### src/shared/bsc_pkg.sv
// constants and types for the buck standby/sleep configuration registers
// Operation
// standby voltage code bits 5:0, rw, reset 0
// standby bit 6 mirrors fused range bit
// sleep voltage code bits 5:0, rw, reset 0
// sleep bit 6 mirrors fused range bit
// mode register bits 3:0 switching mode, rw
// mode bit 5 sleep state: off or PFM
// config bit 0 current limit: high/low
// config bits 3:2 frequency select, reset 0
// config bits 5:4 phase clock select
// config bits 7:6 ramp speed select
// config bit 1 spare, writable, reads back
// frequency code 00/01/10 gives 1/2/4 MHz
// all access by I2C byte addresses
// unused bits read zero, ignore writes
package bsc_pkg;

  // ****************************************
  // register byte addresses
  // ****************************************
  localparam logic [7:0] STANDBY_ADDR = 8'h4b;
  localparam logic [7:0] SLEEP_ADDR = 8'h4c;
  localparam logic [7:0] MODE_ADDR = 8'h4d;
  localparam logic [7:0] CONFIG_ADDR = 8'h4e;

  // ****************************************
  // field positions
  // ****************************************
  localparam int CODE_MSB = 5;
  localparam int RANGE_BIT = 6;
  localparam int MODE_MSB = 3;
  localparam int SLEEP_STATE_BIT = 5;
  localparam int ILIM_BIT = 0;
  localparam int SPARE_BIT = 1;
  localparam int FREQ_LSB = 2;
  localparam int PHASE_LSB = 4;
  localparam int RAMP_LSB = 6;

  // ****************************************
  // reset values
  // ****************************************
  localparam logic [5:0] CODE_RST = 6'h00;
  localparam logic [3:0] MODE_RST = 4'h8;
  localparam logic SLEEP_STATE_RST = 1'b0;
  localparam logic [7:0] CONFIG_RST = 8'h00;
  localparam logic [7:0] READ_ZERO = 8'h00;

  // ****************************************
  // bus device address, arbitrary value
  // ****************************************
  localparam logic [6:0] DEV_ADDR = 7'h2a;

  // ****************************************
  // switching clock timing
  // ****************************************
  localparam longint CLK_HZ = 40000000;
  localparam longint FREQ0_HZ = 1000000;
  localparam longint FREQ1_HZ = 2000000;
  localparam longint FREQ2_HZ = 4000000;
  localparam logic [4:0] HALF0_CYC = 5'(CLK_HZ / (2 * FREQ0_HZ));
  localparam logic [4:0] HALF1_CYC = 5'(CLK_HZ / (2 * FREQ1_HZ));
  localparam logic [4:0] HALF2_CYC = 5'(CLK_HZ / (2 * FREQ2_HZ));
  localparam logic [1:0] FREQ_SEL0 = 2'h0;
  localparam logic [1:0] FREQ_SEL1 = 2'h1;
  localparam logic [1:0] FREQ_SEL2 = 2'h2;

  // ****************************************
  // serial slave states
  // ****************************************
  typedef enum logic [3:0] {
    ST_IDLE,
    ST_ADDR,
    ST_ADDR_ACK,
    ST_PTR,
    ST_PTR_ACK,
    ST_WDATA,
    ST_WDATA_ACK,
    ST_RDATA,
    ST_RDATA_ACK
  } bsc_state_type;

endpackage : bsc_pkg

### src/rtl/bsc_pin_sync.sv
// three-stage pin synchroniser with agreement filter
module bsc_pin_sync
  import bsc_pkg::*;
(
  input wire logic clk, // system clock
  input wire logic rst, // async reset, high
  input wire logic pinIn, // raw pin level
  output logic levelOut // filtered level
);

  logic s1_r;
  logic s2_r;
  logic s3_r;
  logic level_r;
  logic level_nxt;

  // ****************************************
  // filter
  // ****************************************
  always_comb begin
    level_nxt = level_r;
    if (s2_r == s3_r) begin
      level_nxt = s2_r;
    end
  end

  always_ff @(posedge clk or posedge rst) begin
    if (rst) begin
      s1_r <= 1'b1;
      s2_r <= 1'b1;
      s3_r <= 1'b1;
      level_r <= 1'b1;
    end else begin
      s1_r <= pinIn;
      s2_r <= s1_r;
      s3_r <= s2_r;
      level_r <= level_nxt;
    end
  end

  assign levelOut = level_r;

endmodule : bsc_pin_sync

### src/rtl/bsc_freq_div.sv
// switching clock divider selected by the frequency code
module bsc_freq_div
  import bsc_pkg::*;
(
  input wire logic clk, // system clock
  input wire logic rst, // async reset, high
  input wire logic [1:0] freqSel, // frequency code
  output logic switchClk // converter clock
);

  logic [4:0] cnt_r;
  logic [4:0] cnt_nxt;
  logic clk_r;
  logic clk_nxt;
  logic [4:0] half;

  // ****************************************
  // half period and count
  // ****************************************
  always_comb begin
    case (freqSel)
      FREQ_SEL0: half = HALF0_CYC;
      FREQ_SEL1: half = HALF1_CYC;
      FREQ_SEL2: half = HALF2_CYC;
      default: half = HALF1_CYC;
    endcase
    cnt_nxt = cnt_r + 5'h01;
    clk_nxt = clk_r;
    if (cnt_nxt >= half) begin
      cnt_nxt = 5'h00;
      clk_nxt = ~clk_r;
    end
  end

  always_ff @(posedge clk or posedge rst) begin
    if (rst) begin
      cnt_r <= 5'h00;
      clk_r <= 1'b0;
    end else begin
      cnt_r <= cnt_nxt;
      clk_r <= clk_nxt;
    end
  end

  assign switchClk = clk_r;

endmodule : bsc_freq_div

### src/rtl/bsc_regs.sv
// buck standby/sleep configuration registers behind an I2C slave
module bsc_regs
  import bsc_pkg::*;
(
  input wire logic clk, // system clock 40 MHz
  input wire logic rst, // async reset, high
  input wire logic sclIn, // bus clock pin
  input wire logic sdaIn, // bus data pin level
  output logic sdaOut, // data drive value, always low
  output logic sdaOe, // data drive enable
  input wire logic rangeFuse, // fused normal-mode range bit
  output logic [6:0] standbyVoltageCode, // standby code with range
  output logic [6:0] sleepVoltageCode, // sleep code with range
  output logic [3:0] switchModeSelect, // normal switching mode
  output logic sleepStateSelect, // 0 off, 1 PFM in sleep
  output logic currentLimitSelect, // 0 high, 1 low limit
  output logic [1:0] switchFreqSelect, // frequency code
  output logic [1:0] phaseClockSelect, // phase clock code
  output logic [1:0] rampSpeedSelect, // ramp speed code
  output logic switchClk // converter switching clock
);

  logic sclF;
  logic sdaF;
  logic sclPrev_r;
  logic sdaPrev_r;
  logic sclRise;
  logic sclFall;
  logic startSeen;
  logic stopSeen;

  bsc_state_type state_r;
  bsc_state_type state_nxt;
  logic [2:0] bitCnt_r;
  logic [2:0] bitCnt_nxt;
  logic [7:0] shift_r;
  logic [7:0] shift_nxt;
  logic [7:0] ptr_r;
  logic [7:0] ptr_nxt;
  logic done_r;
  logic done_nxt;
  logic readMode_r;
  logic readMode_nxt;
  logic more_r;
  logic more_nxt;
  logic sdaOe_r;
  logic sdaOe_nxt;

  logic [5:0] stbyCode_r;
  logic [5:0] stbyCode_nxt;
  logic [5:0] sleepCode_r;
  logic [5:0] sleepCode_nxt;
  logic [3:0] mode_r;
  logic [3:0] mode_nxt;
  logic sleepState_r;
  logic sleepState_nxt;
  logic [7:0] conf_r;
  logic [7:0] conf_nxt;
  logic range_r;

  // ****************************************
  // pin conditioning
  // ****************************************
  bsc_pin_sync u_scl_sync (
    .clk(clk),
    .rst(rst),
    .pinIn(sclIn),
    .levelOut(sclF)
  );

  bsc_pin_sync u_sda_sync (
    .clk(clk),
    .rst(rst),
    .pinIn(sdaIn),
    .levelOut(sdaF)
  );

  assign sclRise = sclF & ~sclPrev_r;
  assign sclFall = ~sclF & sclPrev_r;
  assign startSeen = sclF & sclPrev_r & sdaPrev_r & ~sdaF;
  assign stopSeen = sclF & sclPrev_r & ~sdaPrev_r & sdaF;

  // ****************************************
  // read decode
  // ****************************************
  function automatic logic [7:0] readByte(
    input logic [7:0] addr,
    input logic [5:0] stby,
    input logic [5:0] slp,
    input logic [3:0] md,
    input logic ss,
    input logic [7:0] cf,
    input logic rng
  );
    logic [7:0] v;
    v = READ_ZERO;
    case (addr)
      STANDBY_ADDR: begin
        v[CODE_MSB:0] = stby;
        v[RANGE_BIT] = rng;
      end
      SLEEP_ADDR: begin
        v[CODE_MSB:0] = slp;
        v[RANGE_BIT] = rng;
      end
      MODE_ADDR: begin
        v[MODE_MSB:0] = md;
        v[SLEEP_STATE_BIT] = ss;
      end
      CONFIG_ADDR: v = cf;
      default: v = READ_ZERO;
    endcase
    return v;
  endfunction : readByte

  // ****************************************
  // slave sequencer and register writes
  // ****************************************
  always_comb begin
    logic [7:0] rd;
    logic [7:0] inByte;
    rd = readByte(ptr_r, stbyCode_r, sleepCode_r, mode_r, sleepState_r,
      conf_r, range_r);
    inByte = {shift_r[6:0], sdaF};
    state_nxt = state_r;
    bitCnt_nxt = bitCnt_r;
    shift_nxt = shift_r;
    ptr_nxt = ptr_r;
    done_nxt = done_r;
    readMode_nxt = readMode_r;
    more_nxt = more_r;
    sdaOe_nxt = sdaOe_r;
    stbyCode_nxt = stbyCode_r;
    sleepCode_nxt = sleepCode_r;
    mode_nxt = mode_r;
    sleepState_nxt = sleepState_r;
    conf_nxt = conf_r;
    if (startSeen) begin
      state_nxt = ST_ADDR;
      bitCnt_nxt = 3'h0;
      done_nxt = 1'b0;
      sdaOe_nxt = 1'b0;
    end else if (stopSeen) begin
      state_nxt = ST_IDLE;
      sdaOe_nxt = 1'b0;
    end else begin
      case (state_r)
        ST_IDLE: begin
          sdaOe_nxt = 1'b0;
        end
        ST_ADDR, ST_PTR, ST_WDATA: begin
          if (sclRise && !done_r) begin
            shift_nxt = inByte;
            bitCnt_nxt = bitCnt_r + 3'h1;
            done_nxt = (bitCnt_r == 3'h7);
          end else if (sclFall && done_r) begin
            done_nxt = 1'b0;
            case (state_r)
              ST_ADDR: begin
                readMode_nxt = shift_r[0];
                if (shift_r[7:1] == DEV_ADDR) begin
                  sdaOe_nxt = 1'b1;
                  state_nxt = ST_ADDR_ACK;
                end else begin
                  state_nxt = ST_IDLE;
                end
              end
              ST_PTR: begin
                ptr_nxt = shift_r;
                sdaOe_nxt = 1'b1;
                state_nxt = ST_PTR_ACK;
              end
              default: begin
                // unmapped or read-only bits ignore the write
                case (ptr_r)
                  STANDBY_ADDR: stbyCode_nxt = shift_r[CODE_MSB:0];
                  SLEEP_ADDR: sleepCode_nxt = shift_r[CODE_MSB:0];
                  MODE_ADDR: begin
                    mode_nxt = shift_r[MODE_MSB:0];
                    sleepState_nxt = shift_r[SLEEP_STATE_BIT];
                  end
                  CONFIG_ADDR: conf_nxt = shift_r;
                  default: conf_nxt = conf_r;
                endcase
                ptr_nxt = ptr_r + 8'h01;
                sdaOe_nxt = 1'b1;
                state_nxt = ST_WDATA_ACK;
              end
            endcase
          end
        end
        ST_ADDR_ACK, ST_PTR_ACK, ST_WDATA_ACK: begin
          if (sclFall) begin
            bitCnt_nxt = 3'h0;
            if (state_r == ST_ADDR_ACK && readMode_r) begin
              shift_nxt = rd;
              ptr_nxt = ptr_r + 8'h01;
              sdaOe_nxt = ~rd[7];
              state_nxt = ST_RDATA;
            end else begin
              sdaOe_nxt = 1'b0;
              state_nxt = (state_r == ST_ADDR_ACK) ? ST_PTR : ST_WDATA;
            end
          end
        end
        ST_RDATA: begin
          if (sclRise) begin
            bitCnt_nxt = bitCnt_r + 3'h1;
            done_nxt = (bitCnt_r == 3'h7);
          end else if (sclFall) begin
            if (done_r) begin
              done_nxt = 1'b0;
              sdaOe_nxt = 1'b0;
              state_nxt = ST_RDATA_ACK;
            end else begin
              shift_nxt = {shift_r[6:0], 1'b0};
              sdaOe_nxt = ~shift_r[6];
            end
          end
        end
        ST_RDATA_ACK: begin
          if (sclRise) begin
            more_nxt = ~sdaF;
          end else if (sclFall) begin
            bitCnt_nxt = 3'h0;
            if (more_r) begin
              shift_nxt = rd;
              ptr_nxt = ptr_r + 8'h01;
              sdaOe_nxt = ~rd[7];
              state_nxt = ST_RDATA;
            end else begin
              state_nxt = ST_IDLE;
            end
          end
        end
        default: begin
          state_nxt = ST_IDLE;
          sdaOe_nxt = 1'b0;
        end
      endcase
    end
  end

  always_ff @(posedge clk or posedge rst) begin
    if (rst) begin
      sclPrev_r <= 1'b1;
      sdaPrev_r <= 1'b1;
      state_r <= ST_IDLE;
      bitCnt_r <= 3'h0;
      shift_r <= 8'h00;
      ptr_r <= 8'h00;
      done_r <= 1'b0;
      readMode_r <= 1'b0;
      more_r <= 1'b0;
      sdaOe_r <= 1'b0;
      stbyCode_r <= CODE_RST;
      sleepCode_r <= CODE_RST;
      mode_r <= MODE_RST;
      sleepState_r <= SLEEP_STATE_RST;
      conf_r <= CONFIG_RST;
      range_r <= 1'b0;
    end else begin
      sclPrev_r <= sclF;
      sdaPrev_r <= sdaF;
      state_r <= state_nxt;
      bitCnt_r <= bitCnt_nxt;
      shift_r <= shift_nxt;
      ptr_r <= ptr_nxt;
      done_r <= done_nxt;
      readMode_r <= readMode_nxt;
      more_r <= more_nxt;
      sdaOe_r <= sdaOe_nxt;
      stbyCode_r <= stbyCode_nxt;
      sleepCode_r <= sleepCode_nxt;
      mode_r <= mode_nxt;
      sleepState_r <= sleepState_nxt;
      conf_r <= conf_nxt;
      range_r <= rangeFuse;
    end
  end

  // ****************************************
  // converter clock
  // ****************************************
  bsc_freq_div u_freq_div (
    .clk(clk),
    .rst(rst),
    .freqSel(conf_r[FREQ_LSB +: 2]),
    .switchClk(switchClk)
  );

  // ****************************************
  // outputs
  // ****************************************
  assign sdaOut = 1'b0;
  assign sdaOe = sdaOe_r;
  assign standbyVoltageCode = {range_r, stbyCode_r};
  assign sleepVoltageCode = {range_r, sleepCode_r};
  assign switchModeSelect = mode_r;
  assign sleepStateSelect = sleepState_r;
  assign currentLimitSelect = conf_r[ILIM_BIT];
  assign switchFreqSelect = conf_r[FREQ_LSB +: 2];
  assign phaseClockSelect = conf_r[PHASE_LSB +: 2];
  assign rampSpeedSelect = conf_r[RAMP_LSB +: 2];

endmodule : bsc_regs

### config.mk
export PLATFORM = sky130hd
export DESIGN_NAME = bsc_regs
export DESIGN_NICKNAME = d
export VERILOG_FILES = /design/src/shared/bsc_pkg.sv /design/src/rtl/bsc_pin_sync.sv /design/src/rtl/bsc_freq_div.sv /design/src/rtl/bsc_regs.sv
export SDC_FILE = /design/constraint.sdc
export NUM_CORES = 1
export LEC_CHECK = 0
export CORE_MARGIN = 5
export CORE_UTILIZATION = 30
export CTS_CLUSTER_DIAMETER = 80
export DETAILED_ROUTE_END_ITERATION = 6
export DONT_BUFFER_PORTS = 1
export PLACE_DENSITY = 0.54
export SYNTH_ARGS = -nofsm -noshare
export SYNTH_HDL_FRONTEND = slang
export SYNTH_HIERARCHICAL = 1
export SYNTH_SLANG_ARGS = --single-unit
### constraint.sdc
create_clock -name clk -period 2.8 [get_ports clk]
set_input_delay 0.14 -clock clk [delete_from_list [all_inputs] [get_ports clk]]
set_output_delay 0.14 -clock clk [all_outputs]
set_load 0.01 [all_outputs]
==> flow_results.xml <==
<?xml version="1.0" encoding="UTF-8"?>
<metrics>
  <group name="global_routing">
    <metric name="globalRoute.busiestLayer" unit="">met2</metric>
    <metric name="groute.layer.met3.usage" unit="%">3.362</metric>
    <metric name="overflow" unit="">0</metric>
    <metric name="grt_usage" unit="%">13.08</metric>
    <metric name="met1_demand_to_capacity_share_in_global_routing" unit="%">16.86</metric>
    <metric name="grt_first_pass_wirelength" unit="mm">17.22</metric>
    <metric name="antenna_violations_before_repair" unit="">0</metric>
    <metric name="grt_max_degree" unit="">35</metric>
    <metric name="met2_usage_grt" unit="%">20.91</metric>
    <metric name="first_global_vias" unit="">3265</metric>
  </group>
  <group name="logic_synthesis">
    <metric name="syn_inst" unit="">416</metric>
    <metric name="async_reset_ff_share" unit="%">100.0</metric>
    <metric name="synth-main-ff-cell" unit="">dfrtp_1</metric>
    <metric name="synthesized_area_divided_by_synthesized_cell_count" unit="sq um">10.16</metric>
    <metric name="synth-warning-count" unit="">6</metric>
    <metric name="synth.net_count" unit="">434</metric>
    <metric name="seq_area_frac_synth" unit="%">41.18</metric>
    <metric name="post_synth_num_cell_types" unit="">75</metric>
    <metric name="synthesized_cell_area" unit="sq um">4227</metric>
    <metric name="number_of_enable_flip_flop_cells_after_synthesis" unit="">0</metric>
    <metric name="ys_ff_latch" unit="">69</metric>
  </group>
  <group name="finish">
    <metric name="layout_commonest_cell" unit="">dfrtp_1</metric>
    <metric name="mostFrequentLayoutCells" unit="">dfrtp_1, mux2_2, nand2_1, o21ai_0, nand3_1</metric>
    <metric name="growth_of_design_area_from_synthesis_to_finish" unit="%">11.34</metric>
    <metric name="post-route-util" unit="%">34.03</metric>
    <metric name="multi_input_area" unit="sq um">2251</metric>
    <metric name="design.final.nets" unit="">432</metric>
    <metric name="n_antenna_cell" unit="">0</metric>
    <metric name="layout_filler_cell_count" unit="">1362</metric>
    <metric name="layout.area.seq" unit="sq um">1740</metric>
    <metric name="final_layout_size_suffix_gt1_share" unit="%">24.58</metric>
    <metric name="finalNonFillerCells" unit="">599</metric>
  </group>
  <group name="timing">
    <metric name="tmin_final" unit="ns">2.487</metric>
    <metric name="finalHoldViolations" unit="">0</metric>
    <metric name="timing.final.setup_violations" unit="">0</metric>
    <metric name="maxSlewViolCount" unit="">0</metric>
    <metric name="worst-slew-pin-transition" unit="ns">0.7063</metric>
    <metric name="final_min_period_over_clock_period" unit="%">88.84</metric>
    <metric name="final.setup_skew" unit="ns">0.007855</metric>
    <metric name="tns" unit="ns">0</metric>
    <metric name="unrepaired_setup_endpoints_after_global_routing" unit="">no</metric>
    <metric name="layout_setup_ws" unit="ns">0.3125</metric>
    <metric name="max_freq" unit="MHz">402.0</metric>
    <metric name="maxSlewHeadroom" unit="%">52.79</metric>
  </group>
  <group name="drt">
    <metric name="routed-via-count" unit="">3300</metric>
    <metric name="totalWireLength" unit="mm">10.63</metric>
    <metric name="detail_route.iter0.violations" unit="">304</metric>
    <metric name="route.antenna.remaining_nets" unit="">0</metric>
    <metric name="wl_per_cell" unit="um">17.75</metric>
    <metric name="drt_pre_antenna_iters" unit="">6</metric>
    <metric name="avgViaCountPerCell" unit="">5.509</metric>
    <metric name="drcViolationCount" unit="">0</metric>
  </group>
  <group name="critical_path">
    <metric name="setup.worst_path.end_class" unit="">register</metric>
    <metric name="peak_fanout_along_the_critical_path" unit="">9</metric>
    <metric name="start_kind" unit="">register</metric>
    <metric name="crit_type" unit="">reg -&gt; reg</metric>
    <metric name="critical_path_arrival" unit="ns">2.71</metric>
    <metric name="timing.critical_path.required" unit="ns">3.02</metric>
  </group>
  <group name="placement">
    <metric name="place.detailed.instances" unit="">579</metric>
    <metric name="post-place-ws" unit="ns">0.3901</metric>
    <metric name="port-buffer-count" unit="">0</metric>
    <metric name="post-dp-hpwl" unit="mm">7.481</metric>
    <metric name="place.gp.congestion" unit="">0.9281</metric>
  </group>
  <group name="clocking">
    <metric name="numCtsBuffers" unit="">9</metric>
    <metric name="clkSlewWorstSetupHoldPaths" unit="ns">0.06</metric>
    <metric name="worstSkewPairLatency" unit="ns">0.34</metric>
    <metric name="clock_path_buffers" unit="">2</metric>
    <metric name="ctsResizeCount" unit="">0</metric>
    <metric name="cts_tree" unit="">built</metric>
    <metric name="cts_root_buf" unit="">clkbuf_16</metric>
    <metric name="tritoncts_num_sinks" unit="">69</metric>
    <metric name="h-tree-depth" unit="">3</metric>
    <metric name="postCtsSetupBuffers" unit="">0</metric>
  </group>
  <group name="floorplanning">
    <metric name="core_region_area" unit="sq um">13830</metric>
    <metric name="rows" unit="">43</metric>
    <metric name="die_height" unit="um">128.7</metric>
    <metric name="io-pin-count" unit="">34</metric>
    <metric name="floorplan.die_area" unit="sq um">16560</metric>
    <metric name="die-width" unit="um">128.7</metric>
    <metric name="start_util" unit="%">30.57</metric>
  </group>
  <group name="run_status">
    <metric name="outcome" unit="">finished clean</metric>
  </group>
  <group name="power_and_ir_drop">
    <metric name="p_leak" unit="nW">2.023</metric>
    <metric name="vdd_ir_drop_max" unit="V">0.0002458</metric>
    <metric name="cellPowerDensity" unit="nW/um^2">623.3</metric>
    <metric name="design_power_total" unit="mW">2.933</metric>
  </group>
  <group name="hold_path">
    <metric name="hold_crit_path_type" unit="">in -&gt; async</metric>
  </group>
  <group name="job">
    <metric name="cap_violations" unit="">0</metric>
  </group>
</metrics>
[what timing repair did]
item,4_1_cts,5_1_grt
hold buffers,4,0
setup endpoints to repair,0,0
hold endpoints to repair,36,0
[flip-flops by register name, summed over array words and instances (netlist names), 3 cells and up]
register and count:
shift_r 8, switchModeSelect 4, stbyCode_r 6, ptr_r 8, state_r 4, sleepCode_r 6
bitCnt_r 3, conf_r 8, u_freq_div/cnt_r 5
[kinds of logic (layout without fill, tap and decap cells)]
| kind of cell | after synthesis | in the layout | share of synthesized area (%) |
|---|---|---|---|
| compound gates | 101 | 101 | 17.58 |
| xor+xnor | 4 | 4 | 0.8290 |
| fa+ha+maj | 16 | 16 | 4.618 |
| buf+inv | 45 | 48 | 5.565 |
| flops | 69 | 69 | 41.18 |
| mux | 41 | 41 | 10.89 |
| other cells | 1 | 1 | 0.08872 |
| simple gates | 139 | 139 | 19.24 |
[worst paths after layout]
path                       slack (ns)                   to            start  cells after the start
setup / recovery                 0.31           shift_r[4]        sclPrev_r                      6
hold / removal                   0.25  u_freq_div/cnt_r[3]              rst                      2
setup reg to reg                 0.31           shift_r[4]        sclPrev_r                      6
hold reg to reg                  0.35      u_sda_sync/s2_r  u_sda_sync/s1_r                      0
max in group asynchronous        1.60  switchModeSelect[3]              rst                      3
min in group clk                 0.34      u_sda_sync/s1_r            sdaIn                      1
[per-stage QoR]
step | cell area (sq um) | hold slack (ns)
floorplan | 4227 | -0.06904
global placement | 4367 | -0.03179
detailed placement | 4367 | -0.03199
CTS | 4706 | 0.2632
global route | 4706 | 0.3045
finish | 4706 | 0.2504
[final cells by class]
cell class | count | share of cell area [%]
Multi-Input combinational cell | 302 | 47.83
Sequential cell | 69 | 36.98
Clock buffer | 9 | 4.786
Tap cell | 180 | 4.786
Timing Repair Buffer | 16 | 2.765
Clock inverter | 7 | 1.569
Inverter | 16 | 1.276
[critical path, cell delays in order, from the launching register on]
cell and delay (ns):
dfstp_2 0.54, ha_1 0.32, o21ai_1 0.11, a21oi_1 0.25, a31oi_1 0.11, nor4_4 0.63
mux2_2 0.41
[Yosys cell counts (all sizes together), types with 4 or more instances]
cell | instances | share of area [%]
nand2b | 9 | 1.4
buf | 21 | 3.4
a211oi | 5 | 1.0
nor3 | 4 | 0.59
nor4 | 4 | 1.3
and2 | 4 | 0.59
dfstp | 11 | 6.8
nand2 | 38 | 3.4
nand3 | 19 | 2.2
a22o | 7 | 1.5
a31oi | 9 | 1.3
ha | 13 | 3.8
inv | 16 | 1.4
mux2 | 40 | 11
dfrtp | 58 | 34
nor2 | 13 | 1.2
or2 | 6 | 0.89
nor2b | 15 | 2.4
a222oi | 5 | 1.2
nor3b | 4 | 0.71
o21ai | 23 | 2.7
a21oi | 16 | 2.0
o22ai | 5 | 0.74
and3 | 4 | 0.59
o211ai | 4 | 1.2
clkbuf | 8 | 0.74
[routing by layer]
| layer | wire (um) | share of wire, % |
|---|---|---|
| met3 | 616 | 5.8 |
| met4 | 206 | 1.9 |
| met1 | 4750 | 45 |
| met5 | 0 | 0 |
| met2 | 5059 | 48 |
[power by group]
part | internal [mW] | switching [mW] | leakage (nW)
Clock | 0.692 | 0.462 | 0.146
Sequential | 1.09 | 0.160 | 0.898
Combinational | 0.230 | 0.302 | 0.980
Power figures use the tool's default switching activity.
